File: src/shared/sdic_pkg.sv
// sdic_pkg: shared types and constants of the supply domain isolation control block.
// assumes one synchronous clock domain and digital comparator results from the analog front end.
package sdic_pkg;
    // startup temporization in ns, default value; parameterised at top
    localparam int STARTUP_TEMPO_NS = 20000;
    localparam int CLK_PERIOD_NS = 4;
    localparam int STARTUP_TEMPO_CYC = (STARTUP_TEMPO_NS + CLK_PERIOD_NS - 1) / CLK_PERIOD_NS;
    // power-down reset filter: main supply must stay low this many cycles
    localparam int PDR_FILTER_CYC = 4;
    localparam logic [2:0] PDR_FILTER_MAX = 3'h4;
    // rtc clock enable bit position in backup domain control
    localparam int RTC_EN_BIT = 15;
    // backup domain control reset value
    localparam logic [31:0] BDC_RESET = 32'h0000_0000;
    // backup register count and index width
    localparam int BKP_WORDS = 8;
    localparam int BKP_IDX_W = 3;
    // pin owner codes for the three backup port c pins
    localparam logic [1:0] PC_OWN_GPIO = 2'h0;
    localparam logic [1:0] PC_OWN_RTC = 2'h1;
    // charge resistor select values
    localparam logic CHG_RES_5K = 1'b0;
    localparam logic CHG_RES_1K5 = 1'b1;

    typedef enum logic [1:0] {
        SDIC_SW_TEMPO = 2'b00,
        SDIC_SW_MAIN = 2'b01,
        SDIC_SW_BATT = 2'b10
    } sdic_sw_state_t;

    // software control bits
    typedef struct packed {
        logic io_rail_isolation_release;
        logic usb_rail_isolation_release;
        logic backup_write_access;
        logic battery_charge_enable;
        logic charge_resistor_select;
        logic power_interface_clock_enable;
    } sdic_ctrl_t;

    // backup domain write request
    typedef struct packed {
        logic valid;
        logic is_bdc;
        logic [BKP_IDX_W-1:0] idx;
        logic [31:0] data;
    } sdic_bkp_wr_t;

    function automatic logic sdic_bkp_write_ok(input sdic_ctrl_t c);
        return c.backup_write_access & c.power_interface_clock_enable;
    endfunction : sdic_bkp_write_ok
endpackage : sdic_pkg

File: src/rtl/sdic_top.sv
// sdic_top: supply domain isolation, backup switch, backup protection and charging.
// assumes synchronous inputs, comparator outputs from the analog front end, one clock.
`timescale 1ns/1ps
module sdic_top #(
    parameter int TEMPO_CYC = sdic_pkg::STARTUP_TEMPO_CYC
) (
    // clock and resets
    input wire logic i_mclk,
    input wire logic i_rst_n,
    input wire logic i_sys_rst_n,
    // software control bits
    input wire sdic_pkg::sdic_ctrl_t i_ctrl,
    // supplies and comparators
    input wire logic i_main_ok,
    input wire logic i_io_rail_cmp,
    input wire logic i_usb_cmp,
    // backup domain write port and read index
    input wire sdic_pkg::sdic_bkp_wr_t i_bkp_wr,
    input wire logic [sdic_pkg::BKP_IDX_W-1:0] i_bkp_rd_idx,
    // port c backup pin requests while on main supply
    input wire logic [2:0] i_pc_gpio_req,
    // isolation
    output logic o_io_rail_iso_n,
    output logic o_usb_iso_n,
    // monitors
    output logic o_io_rail_supply_monitor,
    output logic o_usb_supply_monitor,
    // backup switch
    output logic o_on_battery,
    output logic o_pdr_seen,
    // pin ownership
    output logic [5:0] o_pc_owner,
    output logic o_tamper_enable,
    // backup domain
    output logic o_bkp_locked,
    output logic o_rtc_clock_enable,
    output logic [31:0] o_bdc,
    output logic [31:0] o_bkp_rd_data,
    output logic o_wr_dropped,
    // charging
    output logic o_charge_on,
    output logic o_charge_res_1k5
);
    import sdic_pkg::*;

    logic sw_batt;
    logic sw_pdr;
    logic io_present;
    logic usb_present;
    logic [31:0] bkp [BKP_WORDS];
    logic [31:0] next_bkp [BKP_WORDS];
    logic [31:0] next_bdc;
    logic wr_ok;
    logic next_iso_io_n;
    logic next_iso_usb_n;
    logic [5:0] next_pc_owner;
    logic next_charge_on;
    logic next_wr_dropped;
    logic sys_rst_seen;
    logic next_sys_rst_seen;

    sdic_supply_switch #(
        .TEMPO_CYC(TEMPO_CYC)
    ) u_switch (
        .i_mclk(i_mclk),
        .i_rst_n(i_rst_n),
        .i_main_ok(i_main_ok),
        .o_on_battery(sw_batt),
        .o_pdr_seen(sw_pdr)
    );

    // comparator threshold (3/4 reference) sits in the analog front end
    sdic_rail_monitor u_io_mon (
        .i_mclk(i_mclk),
        .i_rst_n(i_rst_n),
        .i_cmp_above(i_io_rail_cmp),
        .o_present(io_present)
    );

    // comparator threshold (full reference) sits in the analog front end
    sdic_rail_monitor u_usb_mon (
        .i_mclk(i_mclk),
        .i_rst_n(i_rst_n),
        .i_cmp_above(i_usb_cmp),
        .o_present(usb_present)
    );

    // a system reset re-locks the domain even if software left write access set
    always_comb begin
        next_sys_rst_seen = sys_rst_seen;
        if (!i_sys_rst_n) begin
            next_sys_rst_seen = 1'b1;
        end else if (!i_ctrl.backup_write_access) begin
            next_sys_rst_seen = 1'b0;
        end
    end

    assign wr_ok = sdic_bkp_write_ok(i_ctrl) & !sys_rst_seen & i_sys_rst_n;

    // isolation follows release bits; system reset isolates again
    always_comb begin
        next_iso_io_n = i_sys_rst_n & i_ctrl.io_rail_isolation_release;
        next_iso_usb_n = i_sys_rst_n & i_ctrl.usb_rail_isolation_release;
    end

    // two bits per pin: gpio or rtc owner
    always_comb begin
        next_pc_owner = '0;
        for (int p = 0; p < 3; p++) begin
            if (!sw_batt && i_pc_gpio_req[p]) begin
                next_pc_owner[2*p +: 2] = PC_OWN_GPIO;
            end else begin
                next_pc_owner[2*p +: 2] = PC_OWN_RTC;
            end
        end
    end

    // backup writes; protection silently drops, flag shows the drop
    always_comb begin
        next_bdc = o_bdc;
        next_wr_dropped = 1'b0;
        for (int k = 0; k < BKP_WORDS; k++) begin
            next_bkp[k] = bkp[k];
        end
        if (i_bkp_wr.valid) begin
            if (!wr_ok) begin
                next_wr_dropped = 1'b1;
            end else if (i_bkp_wr.is_bdc) begin
                next_bdc = i_bkp_wr.data;
            end else begin
                next_bkp[i_bkp_wr.idx] = i_bkp_wr.data;
            end
        end
    end

    // charging needs main supply, enable bit and not battery mode
    always_comb begin
        next_charge_on = i_main_ok & i_ctrl.battery_charge_enable & !sw_batt;
    end

    always_ff @(posedge i_mclk or negedge i_rst_n) begin
        if (!i_rst_n) begin
            sys_rst_seen <= 1'b1;
            o_io_rail_iso_n <= 1'b0;
            o_usb_iso_n <= 1'b0;
            o_io_rail_supply_monitor <= 1'b0;
            o_usb_supply_monitor <= 1'b0;
            o_on_battery <= 1'b1;
            o_pdr_seen <= 1'b0;
            o_pc_owner <= {PC_OWN_RTC, PC_OWN_RTC, PC_OWN_RTC};
            o_tamper_enable <= 1'b1;
            o_bkp_locked <= 1'b1;
            o_rtc_clock_enable <= 1'b0;
            o_bdc <= BDC_RESET;
            o_bkp_rd_data <= 32'h0;
            o_wr_dropped <= 1'b0;
            o_charge_on <= 1'b0;
            o_charge_res_1k5 <= CHG_RES_5K;
            for (int k = 0; k < BKP_WORDS; k++) begin
                bkp[k] <= 32'h0;
            end
        end else begin
            sys_rst_seen <= next_sys_rst_seen;
            o_io_rail_iso_n <= next_iso_io_n;
            o_usb_iso_n <= next_iso_usb_n;
            o_io_rail_supply_monitor <= io_present;
            o_usb_supply_monitor <= usb_present;
            o_on_battery <= sw_batt;
            o_pdr_seen <= sw_pdr;
            o_pc_owner <= next_pc_owner;
            o_tamper_enable <= sw_batt;
            o_bkp_locked <= !wr_ok;
            o_rtc_clock_enable <= next_bdc[RTC_EN_BIT];
            o_bdc <= next_bdc;
            o_bkp_rd_data <= bkp[i_bkp_rd_idx];
            o_wr_dropped <= next_wr_dropped;
            o_charge_on <= next_charge_on;
            o_charge_res_1k5 <= i_ctrl.charge_resistor_select ? CHG_RES_1K5 : CHG_RES_5K;
            for (int k = 0; k < BKP_WORDS; k++) begin
                bkp[k] <= next_bkp[k];
            end
        end
    end
endmodule : sdic_top

File: src/rtl/sdic_supply_switch.sv
// sdic_supply_switch: backup domain supply switch between main supply and battery.
// assumes i_main_ok is a synchronous power-good level from the reset block.
`timescale 1ns/1ps
module sdic_supply_switch #(
    parameter int TEMPO_CYC = sdic_pkg::STARTUP_TEMPO_CYC
) (
    // clock and reset
    input wire logic i_mclk,
    input wire logic i_rst_n,
    // supply status
    input wire logic i_main_ok,
    // switch state
    output logic o_on_battery,
    output logic o_pdr_seen
);
    import sdic_pkg::*;

    sdic_sw_state_t state;
    sdic_sw_state_t next_state;
    logic [31:0] tempo;
    logic [31:0] next_tempo;
    logic [2:0] low_cnt;
    logic [2:0] next_low_cnt;
    logic power_down_reset;

    // short glitches on main supply are filtered before declaring power-down
    assign power_down_reset = (low_cnt == PDR_FILTER_MAX);

    always_comb begin
        next_state = state;
        next_tempo = tempo;
        next_low_cnt = i_main_ok ? 3'h0 : (power_down_reset ? low_cnt : low_cnt + 3'h1);
        case (state)
            SDIC_SW_TEMPO: begin
                if (!i_main_ok) begin
                    next_tempo = 32'h0;
                end else if (tempo >= 32'(TEMPO_CYC - 1)) begin
                    next_state = SDIC_SW_MAIN;
                end else begin
                    next_tempo = tempo + 32'h1;
                end
            end
            SDIC_SW_MAIN: begin
                if (power_down_reset) begin
                    next_state = SDIC_SW_BATT;
                end
            end
            SDIC_SW_BATT: begin
                if (i_main_ok) begin
                    next_state = SDIC_SW_TEMPO;
                    next_tempo = 32'h0;
                end
            end
            default: begin
                next_state = SDIC_SW_TEMPO;
            end
        endcase
    end

    always_ff @(posedge i_mclk or negedge i_rst_n) begin
        if (!i_rst_n) begin
            state <= SDIC_SW_TEMPO;
            tempo <= 32'h0;
            low_cnt <= 3'h0;
            o_on_battery <= 1'b1;
            o_pdr_seen <= 1'b0;
        end else begin
            state <= next_state;
            tempo <= next_tempo;
            low_cnt <= next_low_cnt;
            o_on_battery <= (next_state != SDIC_SW_MAIN);
            o_pdr_seen <= (next_state == SDIC_SW_BATT);
        end
    end
endmodule : sdic_supply_switch

File: src/rtl/sdic_rail_monitor.sv
// sdic_rail_monitor: debounced supply presence from an analog comparator output.
// assumes the comparator threshold is fixed in the analog front end.
`timescale 1ns/1ps
module sdic_rail_monitor (
    // clock and reset
    input wire logic i_mclk,
    input wire logic i_rst_n,
    // comparator
    input wire logic i_cmp_above,
    // result
    output logic o_present
);
    import sdic_pkg::*;

    logic [1:0] hist;
    logic [1:0] next_hist;
    logic next_present;

    // two agreeing samples needed; a one-sample glitch will not toggle presence
    always_comb begin
        next_hist = {hist[0], i_cmp_above};
        next_present = o_present;
        if (next_hist == 2'h3) begin
            next_present = 1'b1;
        end else if (next_hist == 2'h0) begin
            next_present = 1'b0;
        end
    end

    always_ff @(posedge i_mclk or negedge i_rst_n) begin
        if (!i_rst_n) begin
            hist <= 2'h0;
            o_present <= 1'b0;
        end else begin
            hist <= next_hist;
            o_present <= next_present;
        end
    end
endmodule : sdic_rail_monitor

File: config.mk
export PLATFORM = sky130hd
export DESIGN_NAME = sdic_top
export DESIGN_NICKNAME = d
export VERILOG_FILES = /design/src/shared/sdic_pkg.sv /design/src/rtl/sdic_top.sv /design/src/rtl/sdic_supply_switch.sv /design/src/rtl/sdic_rail_monitor.sv
export SDC_FILE = /design/constraint.sdc
export NUM_CORES = 1
export LEC_CHECK = 0
export ABC_CLOCK_PERIOD_IN_PS = 3450
export BUFFER_PORTS_ARGS = -buffer_cell sky130_fd_sc_hd__buf_4
export CAP_MARGIN = 40
export CORE_MARGIN = 4
export CORE_UTILIZATION = 28
export DETAILED_ROUTE_END_ITERATION = 8
export SKIP_CTS_REPAIR_TIMING = 1
export SLEW_MARGIN = 20
export SYNTH_ARGS = -nofsm -noshare
export SYNTH_HDL_FRONTEND = slang
export SYNTH_HIERARCHICAL = 1
export SYNTH_SLANG_ARGS = --single-unit
File: constraint.sdc
create_clock -name i_mclk -period 3.45 [get_ports i_mclk]
set_clock_uncertainty 0.15 [all_clocks]
set_input_delay 0.69 -clock i_mclk [delete_from_list [all_inputs] [get_ports i_mclk]]
set_output_delay 0.69 -clock i_mclk [all_outputs]
set_load 0.05 [all_outputs]
==> results.cfg, run 1 <==
[global_routing]
track_usage_pct = 11.98
first_global_vias = 9571
antenna_found_initial = 2
grt_pass1_wl_um = 56890
grt_start_max_net_pins = 82
overflow = 0

[synthesis]
netlist_top_cells_area = dfrtp_1 58%, mux2_2 20%, mux4_2 9.1%
ys_top_cells_by_count = 370 x dfrtp_1, 285 x mux2_2, 64 x mux4_2
ys_ff_latch = 377
synth_edf_count = 0
syn_area_mm2 = 0.01592
synth_warnings = 6
synth.avg_cell_area_um2 = 16.31
seq_area_frac_synth_pct = 59.30
yosysTopAreaCell = dfrtp_1
synth_flop_cell = dfrtp_1
ys_async_sr_fraction_pct = 100.0
synth_top_area_share_pct = 58.15
yosysUniqueCellTypes = 47
synthMostInstantiatedCell = dfrtp_1
syn_inst = 976

[routing]
antenna_left = 0
drc_errors = 0
dr.pass1.iters = 4
drt_iter0_markers = 376
drt-total-wl_um = 36000
viasPerCell = 4.583
dr_total_vias = 8776
wl_per_cell_um = 18.80

[sta]
slew_violations = 0
worst_pin_slew_ns = 0.7264
whs_ns = 0.07270
relSlewSlack_pct = 51.57
max_freq_mhz = 338.1
finalWorstSetupSlack_ns = 0.4925
setup_tns_ns = 0
rsz0062_at_grt = no
min_period_over_period_pct = 85.73
finalHoldViolations = 0
fin_crit_ns = 2.958
setup_violations = 0

[power_and_ir_drop]
peakVddDrop_uv = 369.2
clkPwrFrac_pct = 45.0
p_leak_nw = 9.445
cellPowerDensity_mw_per_mm2 = 545.4
pwr-share-comb_pct = 10.3
seqPwrFrac_pct = 44.8
p_sw_mw = 2.670
sw_frac_of_total_pct = 25.20
p_int_mw = 7.924

[floorplan]
die_w_um = 246.5
dieArea_mm2 = 0.06075
fp.coreArea_mm2 = 0.05639
die_y_um = 246.5
boundaryPins = 137
rows = 87
start_util_pct = 28.24

[clock_network]
h-tree-depth = 2
cts_made_buffers = 44
clockRootBuffer = clkbuf_16
clock_path_buffers = 3
clk_latency_ns = 0.57
clk_pin_slew_ns = 0.06
cts.sinks = 377
cts_tree = built

[critical_path]
cp.arrival_ns = 3.26
slowest_delay_ns = 0.55
cpLargestDelayFamily = compound AO/OA/AOI/OAI gates
critical_path.startpoint = u_switch/tempo[6]
required_ns = 3.75
crit_slowest_cell = or4_1
critPathLaunchType = register
worst_r2r_startpoint = u_switch/tempo[6]
cp-end-kind = register
worst-setup-path-type = register to register
cp_cell_sequence = or4_1, o2111a_1, o311a_1, or2_0, a221o_1
cp.buffers_inverters = 0
crit_fanout = 14

[placed_design]
postPlaceCellArea_mm2 = 0.01791
post-place-ws_ns = 0.5303
port_buffers = 133
dp_hpwl_um = 22340
gp_congestion = 0.7170

[run]
maxCapViolations = 0

[cells_and_area]
multi_input_area_mm2 = 0.006138
area.growth.synth_to_final_pct = 21.99
fillerInstances = 5485
nNetsFinal = 1184
finish.instance_area_mm2 = 0.01942
final_layout_size_suffix_gt1_share_pct = 54.62
antenna_cells = 0
seqCellArea_mm2 = 0.009443

[min_path]
holdCritStartpoint = i_ctrl[1]
min_path_type = input pin to register

[status]
status = finished clean
[cell usage in the layout, fill, tap and decap left out, types with 7 or more instances in the layout]
cell type | synthesis | routed
and2_1 | 25 | 25
dfrtp_1 | 370 | 370
mux2_2 | 285 | 285
clkbuf_1 | 19 | 8
buf_4 | 5 | 149
o31ai_1 | 15 | 15
buf_12 | 3 | 11
nand2_1 | 15 | 15
clkbuf_16 | 0 | 45
clkbuf_8 | 0 | 7
dfstp_2 | 7 | 7
nand3_1 | 11 | 9
mux2_4 | 32 | 32
clkinv_2 | 0 | 11
nor2_1 | 14 | 14
mux4_2 | 64 | 64
[per-stage QoR]
stage	total power [mW]	std cells	util (%)
floorplan	5.465	978	-
global placement	5.909	1833	31.76
detailed placement	5.933	1833	31.76
CTS	10.80	1914	34.43
global route	11.05	1915	34.45
finish	10.59	1915	34.45
[layout make-up]
class / instances / share of cell area [%]
Clock inverter: 21 / 1.308
Timing Repair Buffer: 162 / 7.021
Tap cell: 756 / 4.870
Clock buffer: 60 / 6.448
Inverter: 7 / 0.1353
Multi-Input combinational cell: 532 / 31.60
Sequential cell: 377 / 48.62
[layer usage]
metal | track usage [%] | wire [um] | share of wire, %
met5 | 0 | 0 | 0
met4 | 3.387 | 750 | 2.1
met3 | 2.503 | 1534 | 4.3
met2 | 19.19 | 16920 | 47
met1 | 16.52 | 16790 | 47
[sequential cells by signal, indices dropped and copies added (netlist names), 2 cells and up]
| signal | flops |
|---|---|
| u_switch/state | 2 |
| u_switch/tempo | 32 |
| bkp | 256 |
| o_bdc | 32 |
| o_bkp_rd_data | 32 |
| u_switch/low_cnt | 3 |
| o_pc_owner | 3 |
[power by group through the flow]
stage	registers [mW]	logic (mW)	clock network [mW]
after floorplan	5.11	0.359	0
final	4.74	1.09	4.76
after global placement	4.81	1.10	0
after detailed placement	4.82	1.11	0
after global routing	4.77	1.17	5.11
after CTS	4.74	1.11	4.94
[logic make-up after synthesis]
group | after synthesis | share of synthesized area [%]
compound gates | 32 | 1.493
buf+inv | 69 | 2.397
simple gates | 105 | 3.756
mux | 386 | 32.58
flops | 377 | 59.30
fa+ha+maj | 5 | 0.3929
xor+xnor | 1 | 0.05502
other cells | 1 | 0.02355
[path summary, 6_finish.rpt]
path | to | slack (ns) | cells past startpoint
max | u_switch/tempo[12] | 0.49 | 5
min | o_charge_res_1k5 | 0.07 | 1
max reg2reg | u_switch/tempo[12] | 0.49 | 5
min reg2reg | o_pdr_seen | 0.21 | 0
max in group asynchronous | o_pc_owner[4] | 1.71 | 3
min in group asynchronous | o_bkp_rd_data[25] | 0.56 | 2
Power figures use the tool's default switching activity.
==> run 2, diff against run 1 <==
- RECOVER_POWER: not set -> 25
==> run 2 against run 1 <==
Effect of this change:
- the flow now finishes with violations (capacitance limit, slew limit)
- global-route usage stayed put
- highest routed layer unchanged
- setup slack better by 0.010 ns
- fmax is 0.34% higher
- first-iteration DRC count is 4.5% lower
- core utilization is 0.087 points lower
- clock-buffer cell count stayed put
- critical endpoint unchanged
==> results.cfg, run 2 (same netlist as run 1, synthesis figures left out) <==
[status]
status = finished with violations
violations = capacitance limit, slew limit

[critical_path]
crit_fanout = 14
timing.rr.end = u_switch/tempo[12]
cp-end-kind = register
worst_r2r_startpoint = u_switch/tempo[6]
required_ns = 3.75
reg2regPathDepth = 5
critPathLaunchType = register
worst-setup-path-type = register to register
cp.arrival_ns = 3.25
r2r_slack_ns = 0.50

[placed_design]
dp_hpwl_um = 22340
postPlaceCellArea_mm2 = 0.01791
port_buffers = 133
gp_congestion = 0.7170

[routing]
drc_errors = 0
antenna_left = 0
dr_total_vias = 8783
drt-total-wl_um = 36020
wl_per_cell_um = 18.81
drt_iter0_markers = 359
dr.pass1.iters = 4
viasPerCell = 4.586

[min_path]
min_path_cells = 2
min_path_type = input pin to register
holdCritStartpoint = i_pc_gpio_req[1]
hold-path-endpoint = o_pc_owner[2]

[global_routing]
antenna_found_initial = 2
grt_start_max_net_pins = 82
track_usage_pct = 11.98
first_global_vias = 9571
overflow = 0
grt_pass1_wl_um = 56890

[cells_and_area]
antenna_cells = 0
largest_reg_flops = 256
final_common_cell = dfrtp_1
final_layout_size_suffix_gt1_share_pct = 53.32
largest-register = bkp
finish.instance_area_mm2 = 0.01937
nNetsFinal = 1184
fillerInstances = 5493
area.growth.synth_to_final_pct = 21.68
layout_common_cells = 370 x dfrtp_1, 281 x mux2_2, 139 x buf_4, 64 x mux4_2, 45 x clkbuf_16

[clock_network]
clk_latency_ns = 0.57
h-tree-depth = 2
cts_tree = built
cts_made_buffers = 44
clk_pin_slew_ns = 0.06
clockRootBuffer = clkbuf_16
clock_path_buffers = 3
cts.sinks = 377

[sta]
relSlewSlack_pct = -47.61
min_period_over_period_pct = 85.43
setup_violations = 0
rsz0062_at_grt = no
worst_pin_slew_ns = 2.214
finalHoldViolations = 0
max_freq_mhz = 339.3
fin_crit_ns = 2.947
slew_violations = 78
setup_tns_ns = 0

[floorplan]
rows = 87
die_w_um = 246.5
boundaryPins = 137
fp.coreArea_mm2 = 0.05639
start_util_pct = 28.24
die_y_um = 246.5
dieArea_mm2 = 0.06075

[power_and_ir_drop]
p_leak_nw = 9.415
peakVddDrop_uv = 370.1
total_power_mw = 10.59
cellPowerDensity_mw_per_mm2 = 546.3

[run]
maxCapViolations = 1
-- run 2: per-stage QoR --
stage / utilization [%] / std cells / hold WS, ns / setup WS [ns]
2_1_floorplan: - / 978 / 0.1812 / 0.8434
3_3_place_gp: 31.76 / 1833 / 0.1913 / 0.5688
3_5_place_dp: 31.76 / 1833 / 0.1957 / 0.5303
4_1_cts: 34.43 / 1914 / -0.02735 / 0.5036
5_1_grt: 34.36 / 1915 / 0.06715 / 0.2190
6_report: 34.36 / 1915 / 0.09458 / 0.5025
-- run 2: worst max-delay path, stage by stage (launching register included) --
cell and delay (ns):
dfrtp_1 0.47, or4_1 0.55, o2111a_1 0.28, o311a_1 0.44, or2_0 0.50, a221o_1 0.44
-- run 2: layer usage --
layer	track usage, %	routed length (um)
met4	3.387	759
met3	2.503	1666
met5	0	0
met2	19.19	16960
met1	16.52	16630
-- run 2: how the worst max path moves through the flow --
stage                                 start            endpoint  slack, ns  cells after the start
after floorplan           u_switch/tempo[6]   u_switch/tempo[2]       0.84                      8
after global placement          i_sys_rst_n            bkp[189]       0.57                      5
after detailed placement        i_sys_rst_n            bkp[188]       0.53                      5
after CTS                 u_switch/tempo[6]  u_switch/tempo[12]       0.50                      5
after global routing                i_rst_n           o_bdc[31]       0.22                      3
final                     u_switch/tempo[6]  u_switch/tempo[12]       0.50                      5
-- run 2: cell type report --
| class | instances | area, um2 | area share (%) |
|---|---|---|---|
| inverter | 7 | 26.28 | 0.1356 |
| tap | 756 | 945.9 | 4.882 |
| multi-input combinational | 532 | 6130 | 31.64 |
| timing repair buffer | 162 | 1324 | 6.832 |
| clock inverter | 21 | 254.0 | 1.311 |
| sequential | 377 | 9443 | 48.74 |
| clock buffer | 60 | 1252 | 6.464 |
-- run 2: power breakdown --
group / internal, mW / total, mW / switching [mW]
clock network: 2.86 / 4.76 / 1.90
registers: 4.64 / 4.74 / 0.106
logic: 0.418 / 1.08 / 0.662
==> run 3, diff against run 2 <==
- GPL_TIMING_DRIVEN: not set -> 0
==> run 3 against run 2 <==
Effect of this change:
- the run now ends clean
- worst hold slack got worse by 0.0029 ns
- flip-flop and latch count did not move
- global-route usage rose by 0.59 points
- register-to-register slack improved by 0.12 ns
- critical path depth rose by 4
- setup slack improved by 0.12 ns
- non-clock buffer count rose by 39
- routed wire length rose by 4.6%
- sequential share of layout area fell by 0.28 points
- via count rose by 2.1%
- core utilization rose by 0.20 points
- largest power group unchanged
- highest routed layer unchanged
==> results.cfg, run 3 (same netlist as run 1, synthesis figures left out) <==
[critical_path]
reg2regPathDepth = 9
required_ns = 3.74
crit_slowest_cell = or4_1
cp-end-kind = register
slowest_delay_ns = 0.55
worst_r2r_startpoint = u_switch/tempo[6]
path_common_cell = buf_6
timing.rr.end = u_switch/tempo[22]
r2r_slack_ns = 0.62
critPathLaunchType = register
crit_fanout = 10
cp.arrival_ns = 3.12
setup.worst_path.end = u_switch/tempo[22]
critical_path.startpoint = u_switch/tempo[6]
worst-setup-path-type = register to register
cp_cell_sequence = buf_6, or4_1, o2111a_1, o311a_1, buf_6, or2_0, buf_2, clkbuf_1, and2_1

[clock_network]
clock_path_buffers = 3
h-tree-depth = 2
cts_tree = built
clk_latency_ns = 0.57
cts.sinks = 377
cts_made_buffers = 46
clockRootBuffer = clkbuf_16
clk_pin_slew_ns = 0.06

[sta]
rsz0062_at_grt = no
fin_crit_ns = 2.830
worst_pin_slew_ns = 0.8769
finalWorstSetupSlack_ns = 0.6200
finalHoldViolations = 0
setup_violations = 0
whs_ns = 0.09168
relSlewSlack_pct = 41.54
min_period_over_period_pct = 82.03
max_freq_mhz = 353.4
slew_violations = 0

[global_routing]
overflow = 0
first_global_vias = 9913
gr-usage-met1_pct = 17.27
grt_use_met2_pct = 20.10
top_usage_layer = met2
grt_start_max_net_pins = 102
track_usage_pct = 12.57
grt_pass1_wl_um = 59230
grt_use_met3_pct = 2.841
antenna_found_initial = 1

[routing]
drc_errors = 0
dr.pass1.iters = 6
wl_per_cell_um = 19.26
drt_iter0_markers = 434
dr_total_vias = 8966
viasPerCell = 4.584
antenna_left = 0
drt-total-wl_um = 37670

[placed_design]
port_buffers = 130
gp_congestion = 0.7101
post-place-ws_ns = 0.4073
placed_cells = 1870
dp_hpwl_um = 24350

[cells_and_area]
nNetsFinal = 1225
largest-register = bkp
layout_common_cells = 370 x dfrtp_1, 285 x mux2_2, 125 x buf_4, 64 x mux4_2, 47 x clkbuf_16
post-route-util_pct = 34.56
finalNonFillerCells = 1956
area.growth.synth_to_final_pct = 22.39
largest_reg_flops = 256
final_layout_size_suffix_gt1_share_pct = 51.63
final_common_cell = dfrtp_1

[floorplan]
dieArea_mm2 = 0.06075
die_y_um = 246.5
boundaryPins = 137
rows = 87
start_util_pct = 28.24
die_w_um = 246.5
fp.coreArea_mm2 = 0.05639

[power_and_ir_drop]
p_leak_nw = 9.503
peakVddDrop_uv = 311.6
cellPowerDensity_mw_per_mm2 = 544.1

[min_path]
min_path_type = input pin to register
holdCritStartpoint = i_ctrl[1]

[status]
status = finished clean

[run]
maxCapViolations = 0
==> run 3: cell count changes in the layout (fill, tap and decap cells not counted), moves of 6 or more <==
| cell | previous run | this run |
|---|---|---|
| buf_1 | 0 | 6 |
| buf_12 | 11 | 3 |
| buf_2 | 0 | 26 |
| buf_4 | 139 | 125 |
| buf_6 | 0 | 7 |
| clkbuf_1 | 14 | 44 |
| clkinv_2 | 11 | 3 |
==> run 3: power by group <==
group          leakage [nW]  internal [mW]  switching [mW]  total (mW)
Sequential             5.15           4.64           0.106        4.74
Clock                 0.726           2.89            1.88        4.77
Combinational          3.62          0.422           0.671        1.09
==> run 3: per-stage QoR <==
stage	area (um2)	total power, mW	TNS [ns]
5_1_grt	19480	11.09	0
3_3_place_gp	17850	5.892	-768.99
2_1_floorplan	15930	5.465	0
4_1_cts	19490	10.83	0
3_5_place_dp	17990	5.939	0
6_report	19490	10.60	0
==> run 3: metal layers <==
| layer | wire length, um | vias up |
|---|---|---|
| met4 | 811 | 0 |
| met3 | 1652 | 59 |
| met2 | 17550 | 159 |
| met1 | 17650 | 4777 |
| met5 | 0 | - |
| li1 | - | 3971 |
==> run 3: worst min path at each step <==
stage	endpoint	cells past startpoint	slack, ns
after global routing	o_charge_res_1k5	1	0.06
after floorplan	o_pdr_seen	0	0.18
after global placement	o_pdr_seen	0	0.19
after CTS	o_bdc[30]	1	-0.19
after detailed placement	o_pdr_seen	0	0.19
final	o_charge_res_1k5	1	0.09
==> run 3: worst max-delay path: cells and delay by family, from the launching register on <==
| family | cells | cell delay, ns |
|---|---|---|
| flops | 1 | 0.37 |
| compound gates | 2 | 0.59 |
| simple gates | 3 | 0.97 |
| buf+inv | 4 | 0.65 |
==> run 3: cell type report <==
| type | instances | area, um2 |
|---|---|---|
| Tap cell | 756 | 945.9 |
| Inverter | 7 | 26.28 |
| Clock buffer | 71 | 1336 |
| Clock inverter | 11 | 162.7 |
| Multi-Input combinational cell | 532 | 6097 |
| Antenna cell | 1 | 2.502 |
| Timing Repair Buffer | 139 | 1119 |
| Fill cell | 5492 | 36900 |
| Buffer | 62 | 355.3 |
| Sequential cell | 377 | 9443 |
